--- src/pkg/pif_pkg.sv ---
// Purpose: Shared constants of the interrupt flag and mask block
// Assumes: One 25 MHz clock, byte-wide register access
// Notes:   Offsets are byte addresses on the serial control bus
package pif_pkg;

	// Register offsets
	localparam logic [7:0] ADDR_FLAG_FIRST  = 8'h06;
	localparam logic [7:0] ADDR_FLAG_SECOND = 8'h08;
	localparam logic [7:0] ADDR_FLAG_THIRD  = 8'h09;
	localparam logic [7:0] ADDR_MASK_FIRST  = 8'h0a;

	// Field positions, second flag register
	localparam int BIT_BUCK2_THM = 1;
	localparam int BIT_BUCK3_THM = 0;

	// Field positions, third flag register
	localparam int BIT_BAT_GOOD  = 7;
	localparam int BIT_REG_DONE  = 6;
	localparam int BIT_BOOST     = 5;
	localparam int BIT_CRC_FAIL  = 3;
	localparam int BIT_BUS_TMO   = 2;
	localparam int BIT_HAPTIC    = 1;
	localparam int BIT_CONVERTER = 0;

	// Field position, first flag register
	localparam int BIT_THERMISTOR = 7;

	// Bits that software may write
	localparam logic [7:0] WMASK_FLAG_SECOND = 8'h03;
	localparam logic [7:0] WMASK_FLAG_THIRD  = 8'hec;

	// Reset values
	localparam logic [7:0] RST_FLAGS      = 8'h00;
	localparam logic [7:0] RST_MASK_FIRST = 8'h00;

	// Timing
	localparam int CLK_HZ      = 25_000_000;
	localparam int BUS_TMO_MS  = 100;
	localparam int BUS_TMO_CYC = (CLK_HZ / 1000) * BUS_TMO_MS;

endpackage

--- src/pif_change_det.sv ---
// Purpose: Flags any change of a group of status levels
// Assumes: Levels synchronous to clk
// Notes:   No change reported on the first cycle after reset
`timescale 1ns/10ps
`default_nettype none
module pif_change_det #(
	parameter int W = 1
) (
	// Clock and reset
	input  wire logic         clk,
	input  wire logic         sys_rst,
	// Status in, change pulses out
	input  wire logic [W-1:0] level,
	output logic      [W-1:0] changed
);

	logic [W-1:0] prev_ff;
	logic         primed_ff;

	always_ff @(posedge clk) begin
		if (sys_rst) begin
			prev_ff   <= '0;
			primed_ff <= 1'b0;
		end else begin
			prev_ff   <= level;
			primed_ff <= 1'b1;
		end
	end

	assign changed = primed_ff ? (level ^ prev_ff) : '0;

endmodule
`default_nettype wire

--- src/pif_flags.sv ---
// Purpose: Interrupt flag and mask registers of the power manager
// Assumes: Serial front end delivers decoded byte accesses with CRC result
// Notes:   Hardware set wins over a software write in the same cycle
`timescale 1ns/10ps
`default_nettype none
module pif_flags
	import pif_pkg::*;
#(
	parameter int TMO_CYCLES = BUS_TMO_CYC,
	parameter int HPT_N      = 4,
	parameter int ADC_N      = 4
) (
	// Clock and reset
	input  wire logic             clk,
	input  wire logic             sys_rst,
	// Register access from serial front end
	input  wire logic             reg_wr_en,
	input  wire logic             reg_crc_ok,
	input  wire logic             reg_rd_en,
	input  wire logic [7:0]       reg_addr,
	input  wire logic [7:0]       reg_wr_data,
	output logic      [7:0]       reg_rd_data,
	// Serial bus activity
	input  wire logic             bus_start,
	input  wire logic             bus_stop,
	input  wire logic             bus_activity,
	// Status sources
	input  wire logic [2:0]       thermistor_status_field,
	input  wire logic [6:0]       first_src_status,
	input  wire logic             buck2_thermal_status,
	input  wire logic             buck3_thermal_status,
	input  wire logic             battery_good_status,
	input  wire logic             battery_regulation_done_status,
	input  wire logic             boost_fault_status,
	input  wire logic [HPT_N-1:0] haptic_src,
	input  wire logic [ADC_N-1:0] adc_src,
	// Flags and gated interrupt sources
	output logic      [7:0]       first_flags,
	output logic      [7:0]       first_flags_gated,
	output logic      [7:0]       third_flags
);

	localparam int CW = $clog2(TMO_CYCLES + 1);
	localparam logic [CW-1:0] TMO_LAST = CW'(TMO_CYCLES - 1);

	logic [7:0]    flag0_ff, flag2_ff, flag3_ff, mask0_ff;
	logic [7:0]    nxt_flag0, nxt_flag2, nxt_flag3, nxt_mask0;
	logic [7:0]    rd_data_ff, nxt_rd_data;
	logic [CW-1:0] tmo_cnt_ff, nxt_tmo_cnt;
	logic          frame_ff, nxt_frame;
	logic [2:0]    therm_chg;
	logic [6:0]    first_chg;
	logic [4:0]    misc_chg;
	logic [7:0]    set0, set2, set3;
	logic [7:0]    flag3_view;
	logic          wr_ok, wr_bad, tmo_hit;
	logic          wr_f0, wr_f2, wr_f3, wr_m0;
	logic          hpt_sum, adc_sum;

	pif_change_det #(.W(3)) u_therm (
		.clk     (clk),
		.sys_rst (sys_rst),
		.level   (thermistor_status_field),
		.changed (therm_chg)
	);

	pif_change_det #(.W(7)) u_first (
		.clk     (clk),
		.sys_rst (sys_rst),
		.level   (first_src_status),
		.changed (first_chg)
	);

	pif_change_det #(.W(5)) u_misc (
		.clk     (clk),
		.sys_rst (sys_rst),
		.level   ({buck2_thermal_status, buck3_thermal_status, battery_good_status,
		           battery_regulation_done_status, boost_fault_status}),
		.changed (misc_chg)
	);

	// Write qualification
	assign wr_ok  = reg_wr_en & reg_crc_ok;
	assign wr_bad = reg_wr_en & ~reg_crc_ok;
	assign wr_f0  = wr_ok & (reg_addr == ADDR_FLAG_FIRST);
	assign wr_f2  = wr_ok & (reg_addr == ADDR_FLAG_SECOND);
	assign wr_f3  = wr_ok & (reg_addr == ADDR_FLAG_THIRD);
	assign wr_m0  = wr_ok & (reg_addr == ADDR_MASK_FIRST);

	// Bus watchdog inside a frame
	assign tmo_hit     = frame_ff & ~bus_activity & ~bus_stop & (tmo_cnt_ff == TMO_LAST);
	assign nxt_frame   = bus_start | (frame_ff & ~bus_stop & ~tmo_hit);
	assign nxt_tmo_cnt = (bus_start | bus_activity | ~frame_ff | tmo_hit) ? '0 : tmo_cnt_ff + 1'b1;

	// Hardware set terms
	assign set0 = {|therm_chg, first_chg};
	assign set2 = {6'h00, misc_chg[4], misc_chg[3]};
	assign set3 = {misc_chg[2], misc_chg[1], misc_chg[0], 1'b0,
	               wr_bad, tmo_hit, 2'b00};

	// Set wins over a write in the same cycle
	assign nxt_flag0 = (wr_f0 ? reg_wr_data : flag0_ff) | set0;
	assign nxt_flag2 = ((wr_f2 ? reg_wr_data : flag2_ff) & WMASK_FLAG_SECOND) | set2;
	assign nxt_flag3 = ((wr_f3 ? reg_wr_data : flag3_ff) & WMASK_FLAG_THIRD) | set3;
	assign nxt_mask0 = wr_m0 ? reg_wr_data : mask0_ff;

	// Summary bits follow their sources
	assign hpt_sum    = |haptic_src;
	assign adc_sum    = |adc_src;
	assign flag3_view = {flag3_ff[7:2], hpt_sum, adc_sum};

	assign nxt_rd_data = !reg_rd_en ? rd_data_ff :
	                     (reg_addr == ADDR_FLAG_FIRST)  ? flag0_ff :
	                     (reg_addr == ADDR_FLAG_SECOND) ? flag2_ff :
	                     (reg_addr == ADDR_FLAG_THIRD)  ? flag3_view :
	                     (reg_addr == ADDR_MASK_FIRST)  ? mask0_ff : 8'h00;

	always_ff @(posedge clk) begin
		if (sys_rst) begin
			flag0_ff   <= RST_FLAGS;
			flag2_ff   <= RST_FLAGS;
			flag3_ff   <= RST_FLAGS;
			mask0_ff   <= RST_MASK_FIRST;
			rd_data_ff <= 8'h00;
			tmo_cnt_ff <= '0;
			frame_ff   <= 1'b0;
		end else begin
			flag0_ff   <= nxt_flag0;
			flag2_ff   <= nxt_flag2;
			flag3_ff   <= nxt_flag3;
			mask0_ff   <= nxt_mask0;
			rd_data_ff <= nxt_rd_data;
			tmo_cnt_ff <= nxt_tmo_cnt;
			frame_ff   <= nxt_frame;
		end
	end

	assign reg_rd_data       = rd_data_ff;
	assign first_flags       = flag0_ff;
	assign first_flags_gated = flag0_ff & mask0_ff;
	assign third_flags       = flag3_view;

	buck2_flag_a: assert property (@(posedge clk) disable iff (sys_rst)
		(!$past(sys_rst) && buck2_thermal_status != $past(buck2_thermal_status))
		|=> flag2_ff[BIT_BUCK2_THM])
		else $error("buck 2 thermal change not flagged");

	buck3_flag_a: assert property (@(posedge clk) disable iff (sys_rst)
		(!$past(sys_rst) && buck3_thermal_status != $past(buck3_thermal_status))
		|=> flag2_ff[BIT_BUCK3_THM])
		else $error("buck 3 thermal change not flagged");

	bat_good_a: assert property (@(posedge clk) disable iff (sys_rst)
		(!$past(sys_rst) && battery_good_status != $past(battery_good_status))
		|=> third_flags[BIT_BAT_GOOD])
		else $error("battery good change not flagged");

	crc_flag_a: assert property (@(posedge clk) disable iff (sys_rst)
		reg_wr_en && !reg_crc_ok |=> third_flags[BIT_CRC_FAIL] && $stable(mask0_ff))
		else $error("bad crc write not discarded");

	bus_tmo_a: assert property (@(posedge clk) disable iff (sys_rst)
		frame_ff && !bus_activity && !bus_stop && tmo_cnt_ff == TMO_LAST
		|=> third_flags[BIT_BUS_TMO] && !frame_ff)
		else $error("bus timeout not flagged");

	haptic_sum_a: assert property (@(posedge clk) disable iff (sys_rst)
		reg_rd_en && reg_addr == ADDR_FLAG_THIRD
		|=> reg_rd_data[BIT_HAPTIC] == $past(hpt_sum))
		else $error("haptic summary read wrong");

	adc_sum_a: assert property (@(posedge clk) disable iff (sys_rst)
		(|adc_src) |-> third_flags[BIT_CONVERTER])
		else $error("converter summary not raised");

	mask_block_a: assert property (@(posedge clk) disable iff (sys_rst)
		wr_m0 && reg_wr_data == 8'h00 |=> first_flags_gated == 8'h00)
		else $error("cleared mask passes a flag");

	mask_pass_a: assert property (@(posedge clk) disable iff (sys_rst)
		mask0_ff[BIT_THERMISTOR] && flag0_ff[BIT_THERMISTOR] |-> first_flags_gated[BIT_THERMISTOR])
		else $error("open mask blocks thermistor flag");

	therm_flag_a: assert property (@(posedge clk) disable iff (sys_rst)
		(!$past(sys_rst) && thermistor_status_field != $past(thermistor_status_field))
		|=> first_flags[BIT_THERMISTOR])
		else $error("thermistor change not flagged");

	reg_done_a: assert property (@(posedge clk) disable iff (sys_rst)
		(!$past(sys_rst) && battery_regulation_done_status != $past(battery_regulation_done_status))
		|=> third_flags[BIT_REG_DONE])
		else $error("regulation done change not flagged");

	boost_flag_a: assert property (@(posedge clk) disable iff (sys_rst)
		(!$past(sys_rst) && boost_fault_status != $past(boost_fault_status))
		|=> third_flags[BIT_BOOST])
		else $error("boost fault change not flagged");

	crc_keep_a: assert property (@(posedge clk) disable iff (sys_rst)
		wr_bad |=> ((flag0_ff | $past(flag0_ff)) == flag0_ff) && ((flag2_ff | $past(flag2_ff)) == flag2_ff))
		else $error("bad crc write cleared a flag");

	stop_close_a: assert property (@(posedge clk) disable iff (sys_rst)
		frame_ff && bus_stop && !bus_start |=> !frame_ff)
		else $error("stop did not close the frame");

	mask_write_a: assert property (@(posedge clk) disable iff (sys_rst)
		wr_m0 |=> mask0_ff == $past(reg_wr_data))
		else $error("mask write not taken");

	first_chg_a: assert property (@(posedge clk) disable iff (sys_rst)
		(!$past(sys_rst) && first_src_status[0] != $past(first_src_status[0]))
		|=> first_flags[0])
		else $error("first source change not flagged");

endmodule
`default_nettype wire

--- config.mk ---
export PLATFORM = sky130hd
export DESIGN_NAME = pif_flags
export DESIGN_NICKNAME = d
export VERILOG_FILES = /design/src/pkg/pif_pkg.sv /design/src/pif_change_det.sv /design/src/pif_flags.sv
export SDC_FILE = /design/constraint.sdc
export NUM_CORES = 1
export LEC_CHECK = 0
export ABC_AREA = 1
export ABC_CLOCK_PERIOD_IN_PS = 1960
export BUFFER_PORTS_ARGS = -buffer_cell sky130_fd_sc_hd__buf_2
export CORE_MARGIN = 10
export CORE_UTILIZATION = 40
export DETAILED_ROUTE_END_ITERATION = 8
export HOLD_SLACK_MARGIN = 0.12
export SYNTH_ARGS = -nofsm -noshare
export SYNTH_HDL_FRONTEND = slang
export SYNTH_SLANG_ARGS = --single-unit
--- constraint.sdc ---
create_clock -name clk -period 1.96 [get_ports clk]
set_clock_uncertainty 0.2 [all_clocks]
set_input_delay 0.392 -clock clk [delete_from_list [all_inputs] [get_ports clk]]
set_output_delay 0.392 -clock clk [all_outputs]
set_load 0.02 [all_outputs]
==> results.tsv <==
stage	metric	value	unit
run_status	run_status	completed	
place	hpwlAfterDp	7.16	mm
cells_and_area	nets	650	
place	place_area	0.00406	mm²
timing	tns	0	ps
timing	timing.fmax	550	MHz
critical_path	arrival	1850	ps
detailed_routing	dr.pass1.iters	4	
power	p_total	3.11	mW
logic_synthesis	synth_seq_cells	70	
logic_synthesis	yosysWarnings	0	
power	p_leak	2.15	nW
critical_path	crit_type	primary input to flip-flop	
min_path	worst_hold_path.num_cells	4	
logic_synthesis	synth.distinct_cells	34	
global_route	grt_usage	13.9	%
detailed_routing	wire_per_inst	12.8	µm
power	p_sw	0.772	mW
cts	cts-htree-levels	3	
power	peakVddDrop	0.318	mV
critical_path	cp-end-kind	flip-flop	
min_path	hold_class	primary input to flip-flop	
global_route	grt_pass1_vias	3207	
cells_and_area	diodes	0	
critical_path	cp_max_fo	16	
detailed_routing	drt_iter0_markers	128	
critical_path	r2r_cells	9	
cts	clock_latency	340	ps
critical_path	start_kind	primary input	
cells_and_area	drive_above_1_share	25.5	%
critical_path	cp_num_cells	7	
logic_synthesis	synth_area	0.00358	mm²
die	die_width	115	µm
die	rows	34	
cts	cts_tree	built	
die	dieArea	0.0131	mm²
power	seqPwrFrac	48.5	%
timing	whs	139	ps
global_route	grt_remaining_overflow	0	
logic_synthesis	postSynthAreaPerCell	7.10	µm²
power	clkPwrFrac	40.6	%
critical_path	crit_chain	dlygate4sd3_1 -> buf_2 -> nand2_1 -> inv_1 -> nand2_4 -> o21ai_0 -> a21oi_1	
cells_and_area	area_delta_synth_final	24.1	%
detailed_routing	drt_wl_total	9.16	mm
cts	root_buffer	clkbuf_8	
die	start_util	41.1	%
global_route	antenna_found_initial	0	
logic_synthesis	synth_edf_count	0	
cts	path_clk_slew	80	ps
global_route	grt_max_degree	31	
cts	numCtsBuffers	9	
critical_path	cp_slowest_stage_delay	520	ps
logic_synthesis	ys.flop_type	dfxtp_1	
timing	rsz0062_at_grt	no	
detailed_routing	routed_via_density	4.70	
die	core	0.00872	mm²
cells_and_area	final_area	0.00445	mm²
die	boundaryPins	79	
cts	cts_sinks	70	
place	portBuffers	77	
logic_synthesis	syn_inst	505	
logic_synthesis	synth_nets	553	
cts	cts_resized	0	
flow_run	drv_cap	0	
power	cellPowerDensity	699	mW/mm²
power	pwr-share-comb	10.9	%
detailed_routing	postRouteAntennaNets	0	
timing	final_period_minus_worst_setup_slack	1820	ps
global_route	grt_pass1_wl	15.1	mm
detailed_routing	via_count	3358	
critical_path	slowest_stage	dlygate4sd3_1	
logic_synthesis	async_flop_share	0	%
power	p_sw_share	24.9	%
place	place.gp.congestion	0.929	
cts	cts_buffer_depth	2	
timing	finalCritPeriodShare	92.8	%
critical_path	path_buf_inv	3	
critical_path	cp.required	1990	ps
timing	finalSetupViolCount	0	
timing	maxSlewViolCount	0	
die	fp.dieH	115	µm
timing	hold_viol	0	
critical_path	cpLargestDelayFamily	buffers and inverters	
detailed_routing	drc_errors	0	
power	internal_power	2.33	mW
logic_synthesis	yosysSeqAreaShare	39.1	%
-- routing by layer --
layer	global-route usage, %	up-vias	wire (µm)
met5	0	-	0
met3	4.30	10	699
li1	-	1765	-
met2	22.8	87	4320
met1	17.1	1496	4040
met4	3.93	0	98
-- Yosys cell counts, types with 4 or more instances --
| master | count | area (µm²) |
|---|---|---|
| buf_6 | 5 | 56.3 |
| xnor2_1 | 6 | 52.6 |
| nand4_1 | 13 | 81.3 |
| clkbuf_1 | 5 | 18.8 |
| nor2_2 | 4 | 25.0 |
| nand2_4 | 5 | 56.3 |
| dfxtp_1 | 70 | 1400 |
| inv_2 | 6 | 22.5 |
| or2_2 | 12 | 75.1 |
| xor2_1 | 6 | 52.6 |
| o21ai_0 | 19 | 95.1 |
| inv_1 | 81 | 304 |
| nand2_1 | 106 | 398 |
| nand2_2 | 5 | 31.3 |
| a21oi_2 | 10 | 87.6 |
| nand3_1 | 46 | 230 |
| nor2_1 | 58 | 218 |
| a21oi_1 | 18 | 90.1 |
-- state kept, by name, indices dropped and copies added (netlist names) --
signal             cells
tmo_cnt_ff            22
first_flags            8
mask0_ff               8
reg_rd_data            8
u_first.prev_ff        7
flag3_ff               5
u_misc.prev_ff         5
u_therm.prev_ff        3
flag2_ff               2
frame_ff               1
u_first.primed_ff      1
-- logic make-up after synthesis --
| kind of cell | share of synthesized area (%) |
|---|---|
| flops | 39.1 |
| compound gates | 9.57 |
| buf+inv | 12.1 |
| xor+xnor | 2.93 |
| simple gates | 35.8 |
| fa+ha+maj | 0.349 |
| other cells | 0.105 |
-- final cells by class --
type                    count  area, µm²
inverters                  87        327
flip-flops and latches     70       1400
clock buffers              10        128
well taps                 108        135
multi-input cells         333       1750
repair buffers            101        621
clock inverters             6       86.3
fillers                   868       4280
-- tightest hold or removal path: cells and delay by family --
kind | cells | cell delay [ps]
compound gates | 1 | 50
buf+inv | 1 | 80
simple gates | 2 | 110
-- power by group through the flow --
| stage | combinational, mW | sequential [mW] | clock, mW |
|---|---|---|---|
| floorplan | 0.164 | 1.56 | 0 |
| global placement | 0.310 | 1.54 | 0 |
| detailed placement | 0.315 | 1.54 | 0 |
| CTS | 0.343 | 1.51 | 1.29 |
| global route | 0.380 | 1.51 | 1.36 |
| finish | 0.338 | 1.51 | 1.26 |
-- path summary, 6_finish.rpt --
kind                                  from                        to  slack [ps]
setup reg to reg  tmo_cnt_ff[0]$_SDFF_PP0_  tmo_cnt_ff[1]$_SDFF_PP0_         170
setup / recovery                 reg_wr_en  mask0_ff[1]$_SDFFE_PP0P_         140
hold reg to reg   tmo_cnt_ff[0]$_SDFF_PP0_  tmo_cnt_ff[0]$_SDFF_PP0_         270
hold / removal                    bus_stop       frame_ff$_SDFF_PP0_         140
-- cells in the final DEF (no fill, tap or decap), drive strengths merged --
cell	n
or2	12
bufinv	2
o21ai	21
nor3	4
inv	87
nor4	1
a21oi	28
conb	1
nand3	47
nor2	67
xnor2	6
nand3b	3
clkinv	3
nand2	116
ha	1
dlygate4sd3	17
dfxtp	70
nand4	13
a31oi	2
clkbuf	10
clkinvlp	1
and2	1
buf	84
o211ai	4
xor2	6
-- stage by stage --
step,util (%),cells,setup slack (ps)
4_1_cts,51.0,715,142
3_3_place_gp,46.6,682,202
3_5_place_dp,46.6,682,166
5_1_grt,51.0,715,28.2
6_report,51.0,715,142
2_1_floorplan,-,505,337
-- what timing repair did --
action / in CTS / in global routing
endpoints found under the setup margin: 0 / 0
hold buffers: 17 / 0
hold endpoints to repair: 17 / 0
setup buffers: 0 / 0
Note: power is estimated with default switching activity, not from simulation.
